<file path="config.mk">
export PLATFORM = sky130hd
export DESIGN_NAME = sensor_range_power_ctrl
export DESIGN_NICKNAME = d
export VERILOG_FILES = /design/src/rtl/sense_ctrl_pkg.sv /design/src/rtl/sense_conv_if.sv /design/src/rtl/sensor_range_power_ctrl.sv /design/src/rtl/sense_channel.sv
export SDC_FILE = /design/constraint.sdc
export NUM_CORES = 1
export LEC_CHECK = 0
export BUFFER_PORTS_ARGS = -buffer_cell sky130_fd_sc_hd__buf_4
export CORE_ASPECT_RATIO = 1.5
export CORE_MARGIN = 2
export CORE_UTILIZATION = 45
export CTS_CLUSTER_DIAMETER = 80
export CTS_CLUSTER_SIZE = 8
export DETAILED_ROUTE_END_ITERATION = 16
export GPL_TIMING_DRIVEN = 0
export PLACE_DENSITY = 0.68
export SLEW_MARGIN = 20
export SYNTH_ARGS = -nofsm -noshare
export SYNTH_HDL_FRONTEND = slang
export SYNTH_HIERARCHICAL = 1
export SYNTH_SLANG_ARGS = --single-unit
export TNS_END_PERCENT = 1
</file>
<file path="constraint.sdc">
create_clock -name sys_clk -period 2.95 [get_ports sys_clk]
set_input_delay 0.59 -clock sys_clk [delete_from_list [all_inputs] [get_ports sys_clk]]
set_output_delay 0.59 -clock sys_clk [all_outputs]
set_load 0.03 [all_outputs]
</file>
<file path="src/rtl/sense_ctrl_pkg.sv">
// Purpose: shared constants for the sensing front-end control registers
// Assumes: apb, 32-bit data, one word per register
// Notes: offsets 0x01..0x04 and 0x10..0x15 are indices; byte address is four times the index
package sense_ctrl_pkg;
    localparam logic [7:0] IDX_SINGLE_CONV = 8'h01;
    localparam logic [7:0] IDX_RANGE = 8'h02;
    localparam logic [7:0] IDX_POWER = 8'h03;
    localparam logic [7:0] IDX_WAKE1 = 8'h04;
    localparam logic [7:0] IDX_STANDBY_DIV = 8'h10;
    localparam logic [7:0] IDX_STATUS = 8'h11;
    localparam logic [7:0] IDX_IRQ_CLEAR = 8'h12;
    localparam logic [7:0] IDX_IRQ_ENABLE = 8'h13;
    localparam logic [7:0] IDX_CONV_INTERVAL = 8'h14;
    localparam logic [7:0] IDX_RANGE_PF = 8'h15;
    // field positions
    localparam int POS_STANDBY = 0;
    localparam int POS_CH1_PD = 1;
    localparam int POS_CH2_PD = 2;
    localparam int POS_ABS_EN = 0;
    localparam int POS_ROC_EN = 1;
    localparam int POS_AND_OR = 2;
    localparam int POS_TRIG = 0;
    localparam int POS_SC_EN = 1;
    localparam int POS_CH2_RANGE = 4;
    // writable masks: reserved bits read as zero
    localparam logic [7:0] MASK_RANGE = 8'h33;
    localparam logic [7:0] MASK_POWER = 8'h07;
    localparam logic [7:0] MASK_WAKE = 8'h07;
    localparam logic [7:0] MASK_SINGLE = 8'h03;
    // reset values
    localparam logic [7:0] RST_POWER = 8'h00;
    localparam logic [7:0] RST_RANGE = 8'h22;
    localparam logic [7:0] RST_WAKE1 = 8'h00;
    localparam logic [7:0] RST_SINGLE = 8'h00;
    localparam logic [7:0] RST_STANDBY_DIV = 8'h03;
    localparam logic [15:0] RST_CONV_INTERVAL = 16'h0010;
    // full-scale values in pF
    localparam logic [4:0] RANGE_5PF = 5'h05;
    localparam logic [4:0] RANGE_10PF = 5'h0a;
    localparam logic [4:0] RANGE_20PF = 5'h14;
    // conversion length
    localparam int CONV_TIME_NS = 400;
    localparam int CLK_PERIOD_NS = 4;
    localparam int CONV_CYCLES = (CONV_TIME_NS + CLK_PERIOD_NS - 1) / CLK_PERIOD_NS;
    // status bits
    localparam int EV_WAKE = 0;
    localparam int EV_CONV_DONE = 1;
    localparam int EV_STANDBY_EXIT = 2;
    localparam int NUM_EV = 3;
    typedef enum logic [1:0] {CH_IDLE, CH_CONV} conv_state_t;
endpackage : sense_ctrl_pkg

</file>
<file path="src/rtl/sense_conv_if.sv">
// Purpose: ties the register bank to a channel converter
// Assumes: single clock
// Notes: start is a one-cycle pulse
`timescale 1ns/1ns
interface sense_conv_if;
    logic start;
    logic powered_down;
    logic abs_en;
    logic roc_en;
    logic and_or;
    logic abs_hit;
    logic roc_hit;
    logic done;
    logic wake;
    modport ctrl (output start, output powered_down, output abs_en, output roc_en,
        output and_or, output abs_hit, output roc_hit, input done, input wake);
    modport conv (input start, input powered_down, input abs_en, input roc_en,
        input and_or, input abs_hit, input roc_hit, output done, output wake);
endinterface : sense_conv_if

</file>
<file path="src/rtl/sensor_range_power_ctrl.sv">
// Purpose: apb register bank for range, power, wake-up and conversion pacing
// Assumes: apb slave, zero wait states, 32-bit data
// Notes: two channel sequencers are instantiated below
// How it works
// the channel 2 range code picks 5, 10 or 20 pF full scale, codes 10 and 11 both 20 pF.
// reserved bits 7:6 of the range register and 7:3 of the power register read zero.
// every reset clears the power register, standby off and both channels up.
// power bit 0 set to 1 puts both channels in standby, set to 0 leaves it.
// in standby, conversions run at the normal interval times the standby divider plus one.
// a wake-up event clears the standby bit in hardware, software may clear it too.
// power bit 1 powers channel 1 down when 1 and up when 0.
// power bit 2 powers channel 2 down when 1 and up when 0.
// wake register bit 0 enables channel 1 absolute-threshold wake-up.
// the power register is always readable and writable except per-bit limits.
// a single-conversion trigger runs only powered channels and clears itself at the end.
// with and/or select 1 both thresholds must hit, with 0 either one suffices.
// a powered-down channel converts nothing and raises no wake-up.
//
// Added by the designer: the APB slave port.
`timescale 1ns/1ns
module sensor_range_power_ctrl
    import sense_ctrl_pkg::*;
(
    input wire logic sys_clk,
    input wire logic sys_rst,
    input wire logic psel,
    input wire logic penable,
    input wire logic pwrite,
    input wire logic [11:0] paddr,
    input wire logic [31:0] pwdata,
    output logic [31:0] prdata,
    output logic pready,
    output logic pslverr,
    input wire logic ch1_abs_hit,
    input wire logic ch1_roc_hit,
    output logic [4:0] ch2_full_scale_pf,
    output logic standby_active,
    output logic irq
);
    // ----------------------------------------------------------------
    // register state
    // ----------------------------------------------------------------
    logic [7:0] power_ctrl_q, power_ctrl_d;
    logic [7:0] range_q, range_d;
    logic [7:0] wake1_q, wake1_d;
    logic [7:0] single_q, single_d;
    logic [7:0] sdiv_q, sdiv_d;
    logic [15:0] interval_q, interval_d;
    logic [NUM_EV-1:0] status_q, status_d;
    logic [NUM_EV-1:0] irq_en_q, irq_en_d;
    logic [31:0] rdata_q, rdata_d;
    logic [4:0] fs_q, fs_d;
    logic [15:0] tick_q, tick_d;
    logic [7:0] sbcnt_q, sbcnt_d;
    logic pend1_q, pend1_d;
    logic pend2_q, pend2_d;
    logic wr, rd, mapped;
    logic [7:0] idx;
    logic pace_start, any_wake, any_done, sb_exit;
    logic shot_q, trig_fire;

    sense_conv_if c1 ();
    sense_conv_if c2 ();

    // range code to full scale
    function automatic logic [4:0] range_pf(input logic [1:0] code);
        case (code)
            2'b00: range_pf = RANGE_5PF;
            2'b01: range_pf = RANGE_10PF;
            default: range_pf = RANGE_20PF;
        endcase
    endfunction : range_pf

    // ----------------------------------------------------------------
    // apb decode
    // ----------------------------------------------------------------
    assign idx = paddr[9:2];
    // unmapped or unaligned accesses change nothing and read zero
    assign wr = psel && penable && pwrite && mapped;
    // reads are decoded in the setup phase so that prdata comes from a flop
    assign rd = psel && !penable && !pwrite && mapped;
    assign pready = 1'b1;
    assign pslverr = psel && penable && !mapped;

    always_comb begin
        if (idx == IDX_SINGLE_CONV || idx == IDX_RANGE || idx == IDX_POWER
            || idx == IDX_WAKE1 || idx == IDX_STANDBY_DIV || idx == IDX_STATUS
            || idx == IDX_IRQ_CLEAR || idx == IDX_IRQ_ENABLE
            || idx == IDX_CONV_INTERVAL || idx == IDX_RANGE_PF) begin
            mapped = (paddr[1:0] == 2'b00) && (paddr[11:10] == 2'b00);
        end else begin
            mapped = 1'b0;
        end
    end

    // ----------------------------------------------------------------
    // conversion pacing: normal interval, stretched in standby
    // ----------------------------------------------------------------
    always_comb begin
        tick_d = tick_q;
        sbcnt_d = sbcnt_q;
        pace_start = 1'b0;
        if (tick_q == 16'h0000) begin
            tick_d = interval_q;
            if (!power_ctrl_q[POS_STANDBY] || sbcnt_q == 8'h00) begin
                pace_start = !single_q[POS_SC_EN];
                sbcnt_d = sdiv_q;
            end else begin
                sbcnt_d = sbcnt_q - 8'h01;
            end
        end else begin
            tick_d = tick_q - 16'h0001;
        end
    end

    // a pending flag also drops on power-down, else a dropped conversion would hang the trigger
    assign pend1_d = trig_fire ? !c1.powered_down
                   : (single_q[POS_TRIG] && pend1_q && !c1.done && !c1.powered_down);
    assign pend2_d = trig_fire ? !c2.powered_down
                   : (single_q[POS_TRIG] && pend2_q && !c2.done && !c2.powered_down);
    // the trigger adds one start pulse; each sequencer ignores it while powered down
    assign c1.start = pace_start || shot_q;
    assign c2.start = c1.start;
    assign c1.powered_down = power_ctrl_q[POS_CH1_PD];
    assign c2.powered_down = power_ctrl_q[POS_CH2_PD];
    assign c1.abs_en = wake1_q[POS_ABS_EN];
    assign c1.roc_en = wake1_q[POS_ROC_EN];
    assign c1.and_or = wake1_q[POS_AND_OR];
    assign c1.abs_hit = ch1_abs_hit;
    assign c1.roc_hit = ch1_roc_hit;
    assign c2.abs_en = 1'b0;
    assign c2.roc_en = 1'b0;
    assign c2.and_or = 1'b0;
    assign c2.abs_hit = 1'b0;
    assign c2.roc_hit = 1'b0;

    assign any_wake = c1.wake || c2.wake;
    assign any_done = c1.done || c2.done;
    assign sb_exit = any_wake && power_ctrl_q[POS_STANDBY];

    // ----------------------------------------------------------------
    // register next state
    // ----------------------------------------------------------------
    always_comb begin
        power_ctrl_d = power_ctrl_q;
        range_d = range_q;
        wake1_d = wake1_q;
        single_d = single_q;
        sdiv_d = sdiv_q;
        interval_d = interval_q;
        irq_en_d = irq_en_q;
        status_d = status_q;
        trig_fire = 1'b0;
        if (wr && idx == IDX_POWER) begin
            power_ctrl_d = pwdata[7:0] & MASK_POWER;
        end else if (wr && idx == IDX_RANGE) begin
            range_d = pwdata[7:0] & MASK_RANGE;
        end else if (wr && idx == IDX_WAKE1) begin
            wake1_d = pwdata[7:0] & MASK_WAKE;
        end else if (wr && idx == IDX_SINGLE_CONV) begin
            single_d[POS_SC_EN] = pwdata[POS_SC_EN];
            if (!single_q[POS_TRIG] && pwdata[POS_TRIG] && pwdata[POS_SC_EN]) begin
                single_d[POS_TRIG] = 1'b1;
                trig_fire = 1'b1;
            end
        end else if (wr && idx == IDX_STANDBY_DIV) begin
            sdiv_d = pwdata[7:0];
        end else if (wr && idx == IDX_IRQ_ENABLE) begin
            irq_en_d = pwdata[NUM_EV-1:0];
        end else if (wr && idx == IDX_CONV_INTERVAL) begin
            interval_d = pwdata[15:0];
        end
        if (wr && idx == IDX_IRQ_CLEAR) begin
            status_d = status_q & ~pwdata[NUM_EV-1:0];
        end
        // hardware clear wins over a software write of the same cycle
        if (any_wake) begin
            power_ctrl_d[POS_STANDBY] = 1'b0;
        end
        // trigger ends when every running channel has finished
        if (single_q[POS_TRIG] && !pend1_q && !pend2_q && !trig_fire) begin
            single_d[POS_TRIG] = 1'b0;
        end
        // set wins over clear
        if (any_wake) begin
            status_d[EV_WAKE] = 1'b1;
        end
        if (any_done) begin
            status_d[EV_CONV_DONE] = 1'b1;
        end
        if (sb_exit) begin
            status_d[EV_STANDBY_EXIT] = 1'b1;
        end
        single_d = single_d & MASK_SINGLE;
    end

    assign fs_d = range_pf(range_q[POS_CH2_RANGE +: 2]);

    // ----------------------------------------------------------------
    // read data
    // ----------------------------------------------------------------
    always_comb begin
        rdata_d = 32'h0000_0000;
        if (rd && idx == IDX_POWER) begin
            rdata_d = {24'h00_0000, power_ctrl_q & MASK_POWER};
        end else if (rd && idx == IDX_RANGE) begin
            rdata_d = {24'h00_0000, range_q & MASK_RANGE};
        end else if (rd && idx == IDX_WAKE1) begin
            rdata_d = {24'h00_0000, wake1_q};
        end else if (rd && idx == IDX_SINGLE_CONV) begin
            rdata_d = {24'h00_0000, single_q};
        end else if (rd && idx == IDX_STANDBY_DIV) begin
            rdata_d = {24'h00_0000, sdiv_q};
        end else if (rd && idx == IDX_STATUS) begin
            rdata_d = {29'h0000_0000, status_q};
        end else if (rd && idx == IDX_IRQ_ENABLE) begin
            rdata_d = {29'h0000_0000, irq_en_q};
        end else if (rd && idx == IDX_CONV_INTERVAL) begin
            rdata_d = {16'h0000, interval_q};
        end else if (rd && idx == IDX_RANGE_PF) begin
            rdata_d = {27'h000_0000, fs_q};
        end
    end
    // still zero wait: data captured at the setup edge stands through the access phase,
    // so a status bit set during the access cycle shows on the next read
    assign prdata = rdata_q;

    // ----------------------------------------------------------------
    // flip-flops
    // ----------------------------------------------------------------
    always_ff @(posedge sys_clk or posedge sys_rst) begin
        if (sys_rst) begin
            power_ctrl_q <= RST_POWER;
            range_q <= RST_RANGE;
            wake1_q <= RST_WAKE1;
            single_q <= RST_SINGLE;
            sdiv_q <= RST_STANDBY_DIV;
            interval_q <= RST_CONV_INTERVAL;
            status_q <= '0;
            irq_en_q <= '0;
            rdata_q <= 32'h0000_0000;
            fs_q <= RANGE_20PF;
            tick_q <= 16'h0000;
            sbcnt_q <= 8'h00;
            pend1_q <= 1'b0;
            pend2_q <= 1'b0;
        end else begin
            power_ctrl_q <= power_ctrl_d;
            range_q <= range_d;
            wake1_q <= wake1_d;
            single_q <= single_d;
            sdiv_q <= sdiv_d;
            interval_q <= interval_d;
            status_q <= status_d;
            irq_en_q <= irq_en_d;
            rdata_q <= rdata_d;
            fs_q <= fs_d;
            tick_q <= tick_d;
            sbcnt_q <= sbcnt_d;
            pend1_q <= pend1_d;
            pend2_q <= pend2_d;
        end
    end

    // single-shot start pulse, one cycle after the trigger is taken
    always_ff @(posedge sys_clk or posedge sys_rst) begin
        if (sys_rst) begin
            shot_q <= 1'b0;
        end else begin
            shot_q <= trig_fire;
        end
    end

    sense_channel u_ch1 (
        .sys_clk(sys_clk),
        .sys_rst(sys_rst),
        .cif(c1)
    );
    sense_channel u_ch2 (
        .sys_clk(sys_clk),
        .sys_rst(sys_rst),
        .cif(c2)
    );

    assign ch2_full_scale_pf = fs_q;
    assign standby_active = power_ctrl_q[POS_STANDBY];
    assign irq = |(status_q & irq_en_q);

    // ----------------------------------------------------------------
    // checks
    // ----------------------------------------------------------------
    a_wake_clears_sb: assert property (@(posedge sys_clk) disable iff (sys_rst)
        any_wake |=> !power_ctrl_q[POS_STANDBY]) else $error("standby kept after wake");
    a_reserved_zero: assert property (@(posedge sys_clk) disable iff (sys_rst)
        (power_ctrl_q[7:3] == 5'h00) && (range_q[7:6] == 2'b00))
        else $error("reserved bits set");
    a_range_map: assert property (@(posedge sys_clk) disable iff (sys_rst)
        1'b1 |=> fs_q == ($past(range_q[POS_CH2_RANGE + 1]) ? RANGE_20PF
                          : $past(range_q[POS_CH2_RANGE]) ? RANGE_10PF : RANGE_5PF))
        else $error("full scale wrong");
    a_power_write: assert property (@(posedge sys_clk) disable iff (sys_rst)
        (wr && idx == IDX_POWER && !any_wake) |=>
        power_ctrl_q == ($past(pwdata[7:0]) & MASK_POWER)) else $error("power write lost");
    a_ch1_pd_quiet: assert property (@(posedge sys_clk) disable iff (sys_rst)
        power_ctrl_q[POS_CH1_PD] [*2] |-> !c1.done) else $error("ch1 converts while down");
    a_ch2_pd_quiet: assert property (@(posedge sys_clk) disable iff (sys_rst)
        power_ctrl_q[POS_CH2_PD] [*2] |-> !c2.done) else $error("ch2 converts while down");
    a_trig_clears: assert property (@(posedge sys_clk) disable iff (sys_rst)
        trig_fire |-> ##[1:120] !single_q[POS_TRIG]) else $error("trigger stuck");
    a_abs_disabled: assert property (@(posedge sys_clk) disable iff (sys_rst)
        (wake1_q[2:0] == 3'b000) [*2] |-> !c1.wake) else $error("wake while disabled");
endmodule : sensor_range_power_ctrl

</file>
<file path="src/rtl/sense_channel.sv">
// Purpose: one channel conversion sequencer with wake-up qualification
// Assumes: threshold hits are valid in the last conversion cycle
// Notes: a powered-down channel drops any conversion in flight
`timescale 1ns/1ns
module sense_channel
    import sense_ctrl_pkg::*;
(
    input wire logic sys_clk,
    input wire logic sys_rst,
    sense_conv_if.conv cif
);
    conv_state_t state_q, state_d;
    logic [7:0] cnt_q, cnt_d;
    logic done_q, done_d;
    logic wake_q, wake_d;
    logic qual;

    always_comb begin
        state_d = state_q;
        cnt_d = cnt_q;
        done_d = 1'b0;
        wake_d = 1'b0;
        qual = cif.and_or ? (cif.abs_en && cif.roc_en && cif.abs_hit && cif.roc_hit)
                          : ((cif.abs_en && cif.abs_hit) || (cif.roc_en && cif.roc_hit));
        case (state_q)
            CH_IDLE: begin
                if (cif.start && !cif.powered_down) begin
                    state_d = CH_CONV;
                    cnt_d = 8'(CONV_CYCLES - 1);
                end
            end
            CH_CONV: begin
                if (cif.powered_down) begin
                    state_d = CH_IDLE;
                end else if (cnt_q == 8'h00) begin
                    state_d = CH_IDLE;
                    done_d = 1'b1;
                    wake_d = qual;
                end else begin
                    cnt_d = cnt_q - 8'h01;
                end
            end
            default: state_d = CH_IDLE;
        endcase
    end

    always_ff @(posedge sys_clk or posedge sys_rst) begin
        if (sys_rst) begin
            state_q <= CH_IDLE;
            cnt_q <= 8'h00;
            done_q <= 1'b0;
            wake_q <= 1'b0;
        end else begin
            state_q <= state_d;
            cnt_q <= cnt_d;
            done_q <= done_d;
            wake_q <= wake_d;
        end
    end

    assign cif.done = done_q;
    assign cif.wake = wake_q;

    a_pd_no_wake: assert property (@(posedge sys_clk) disable iff (sys_rst)
        cif.powered_down |=> !wake_q) else $error("wake from powered-down channel");
    a_and_mode: assert property (@(posedge sys_clk) disable iff (sys_rst)
        (state_q == CH_CONV && cnt_q == 8'h00 && !cif.powered_down && cif.and_or
         && !cif.roc_hit) |=> !wake_q) else $error("and mode woke on one hit");
endmodule : sense_channel

</file>
==> flow_summary_export.csv <==
group,metric,value,unit
outcome,status,"finished, final reports clean",
logic_synthesis,synthArstFlopShare,1.00,
power,ir_worst_vdd,372,uV
setup_path,cp-start-kind,"input port",
setup_path,critPathMaxFanout,8,
logic_synthesis,syn_area,5660,um2
global_routing,gr-total-overflow,0,
floorplanning,die_area,13500,um2
logic_synthesis,synth-edff-count,0,
timing,final-setup-viol-count,0,
power,p_sw,1.62,mW
setup_path,path_class,"input port to output port",
layout,fin_util,0.550,
logic_synthesis,synth_most_common_cell,"dfrtp_1",
global_routing,grt_pass1_vias,4598,
placed_design,port_buffers,57,
power,seq_power_share,0.450,
clock_network,clockRootBuffer,"clkbuf_16",
floorplanning,io_pins,92,
clock_network,cts_hold_buf,0,
floorplanning,coreArea,12400,um2
clock_network,cts_sinks,111,
clock_network,numCtsBuffers,9,
setup_path,arrival,2.34,ns
route,drtIter0Drc,188,
power,pwr-share-comb,0.278,
floorplanning,die_h,141,um
layout,design_area,6810,um2
floorplanning,dieWidth,95.6,um
setup_path,slowest_delay,0.53,ns
worst_hold_path,hold_class,"input port to asynchronous set/reset pin",
route,firstDrtPassIters,4,
layout,syn_to_final_growth,20.2,%
placed_design,place.gp.congestion,0.892,
logic_synthesis,ys_top_cells_by_count,"dfrtp_1, nor2_1, nand2_1",
placed_design,placed_area,6410,um2
timing,tightest_slew,0.814,ns
timing,finalCriticalPeriod,2.93,ns
setup_path,cpLargestDelayFamily,"simple AND/OR/NAND/NOR gates",
route,wl,14000,um
global_routing,grt_util_met1,0.251,
setup_path,critical_path_required,2.36,ns
logic_synthesis,synth_warnings,6,
route,drc,0,
timing,clock_skew,0.00931,ns
setup_path,slowest_stage,"or4_4",
logic_synthesis,synth-seq-area-share,0.492,
clock_network,cts_tree,"done",
logic_synthesis,synth_ff_type,"dfrtp_1",
timing,slew_headroom,0.450,
power,powerDensity,694,nW/um2
setup_path,cp_cell_sequence,"buf_4 > or4_4 > a21o_1 > buf_6 > or3_4 > and3_2 > buf_4",
setup_path,cp_common_cell,"buf_4",
power,leakagePower,3.18,nW
floorplanning,rows,50,
job,max-cap-violations,0,
layout,final_nets,700,
global_routing,grt_pass1_wl,22500,um
logic_synthesis,synth_top_cell_area_share,0.460,
power,total_power,4.73,mW
clock_network,cts_max_level,3,
logic_synthesis,syn_inst,550,
setup_path,cp-end-kind,"output port",
logic_synthesis,ys_types,67,
power,p_sw_frac,0.342,
timing,finalCritPeriodShare,0.992,
setup_path,crit_buf_inv,3,
placed_design,dp_hpwl,10400,um
route,ant_nets,0,
global_routing,grt-busiest-layer,"met2",
route,avgRoutedWirePerCell,17.4,um
timing,hold_violations,0,
clock_network,clockBufferDepth,2,
route,vias,4421,
layout,drive_gt1_frac,0.287,
logic_synthesis,yosysTopAreaCell,"dfrtp_1",
floorplanning,start_util,0.457,
global_routing,track_usage,0.215,
logic_synthesis,synth_area_leaders,"dfrtp_1, mux2_2, dfstp_2",
global_routing,use_met2,0.400,
timing,fmax,0.342,GHz
layout,antenna_cells,0,
global_routing,grt_max_degree,54,
logic_synthesis,synth.avg_cell_area,10.3,um2
timing,finalMaxSlewViolations,0,
power,p_clk_frac,0.272,
clock_network,clk_pin_slew,0.07,ns
global_routing,use_met3,0.0181,
route,viasPerCell,5.51,
power,internal-power,3.11,mW
clock_network,insertion_delay,0.35,ns
global_routing,antenna_found_initial,0,
logic_synthesis,ys_seq_elements,111,
timing,rsz0062_at_grt,"no",
timing repair:
action | 4_1_cts | 5_1_grt
cloned | 0 | 0
buffers inserted | 1 | 1
resized for setup | 10 | 4
endpoints found under the setup margin | 39 | 20
pin swaps | 2 | 2
layer usage:
layer / wire (um) / vias up / share of wire
met1: 5510 / 2199 / 0.39
met5: 0 / - / 0
li1: - / 2120 / -
met2: 7730 / 82 / 0.55
met4: 308 / 0 / 0.022
met3: 406 / 20 / 0.029
power groups by stage:
stage	Sequential, mW	Combinational, mW	Clock [mW]
finish	2.13	1.31	1.29
global route	2.17	1.48	1.36
CTS	2.12	1.31	1.30
detailed placement	2.11	1.29	0
global placement	2.09	1.22	0
floorplan	2.04	1.02	0
final cells by class:
class / count / area (um2)
buffer: 36 / 238
tap: 156 / 195
clock buffer: 11 / 253
fill: 1111 / 5580
sequential: 111 / 2790
inverter: 19 / 73.8
timing repair buffer: 60 / 470
multi-input combinational: 405 / 2730
clock inverter: 5 / 63.8
stage by stage:
stage	cells	setup slack, ns	TNS (ns)	hold slack, ns
2_1_floorplan	571	0.0647	0	0.428
3_3_place_gp	784	-1.01	-95.70	0.443
3_5_place_dp	785	-1.12	-23.93	0.462
4_1_cts	802	0.0135	0	0.275
5_1_grt	803	0.00478	0	0.311
6_report	803	0.0234	0	0.261
registers in the layout, summed over array words and instances (netlist names), 2 cells and up:
register	flops
ch2_full_scale_pf	4
interval_q	16
irq_en_q	3
power_ctrl_q	3
prdata	16
range_q	4
sbcnt_q	8
sdiv_q	8
single_q	2
status_q	3
tick_q	16
u_ch1/cnt_q	8
u_ch2/cnt_q	8
wake1_q	3
layout by cell type (no fill, tap or decap), types with 4 or more instances in the layout:
master and n:
a21o_1 4, a21oi_1 34, a22oi_1 6, a31oi_1 7, and2_1 11, buf_4 78
clkbuf_1 10, clkbuf_16 9, conb_1 23, dfrtp_1 104, dfstp_2 7, ha_1 7
inv_1 16, mux2_2 35, mux2i_1 5, nand2_1 40, nand2b_1 6, nand3_1 13
nand3b_1 5, nand4_1 6, nor2_1 44, nor3_1 14, nor4_1 13, nor4_4 4
o21ai_0 33, or2_2 5, or3_1 6, or3_2 4, or4_4 4, or4bb_1 4
xnor2_1 6, xor2_1 5
cells by family after synthesis:
| group | count (synthesis) | share of synthesized area |
|---|---|---|
| compound gates | 114 | 0.128 |
| mux | 42 | 0.0838 |
| fa+ha+maj | 7 | 0.0155 |
| xor+xnor | 11 | 0.0170 |
| other cells | 2 | 0.00133 |
| buf+inv | 55 | 0.0539 |
| flops | 111 | 0.492 |
| simple gates | 208 | 0.208 |
worst reg2reg max path: stages (launching register included):
cell and delay [ns]:
dfrtp_1 0.42, or4_1 0.60, o41a_1 0.43, nor2_1 0.12, a21o_1 0.24, o21ba_2 0.19, o21ai_4 0.10, or3_2 0.46
a21oi_1 0.15
worst paths after layout:
| path | start | to | slack (ns) | cells past startpoint |
|---|---|---|---|---|
| max | paddr[1] | pslverr | 0.02 | 7 |
| min | sys_rst | u_ch2/cif.done$_DFF_PP0_ | 0.26 | 2 |
| min reg2reg | u_ch1/cif.done$_DFF_PP0_ | status_q[1]$_DFFE_PP0P_ | 0.48 | 1 |
| min in group sys_clk | pwdata[15] | interval_q[15]$_DFFE_PP0P_ | 0.47 | 2 |
| max reg2reg | sbcnt_q[4]$_DFFE_PP0P_ | u_ch1/cnt_q[4]$_DFFE_PP0P_ | 0.15 | 8 |
| max in group asynchronous | sys_rst | sdiv_q[1]$_DFFE_PP1P_ | 2.01 | 3 |
(Power assumes the default switching activity.)
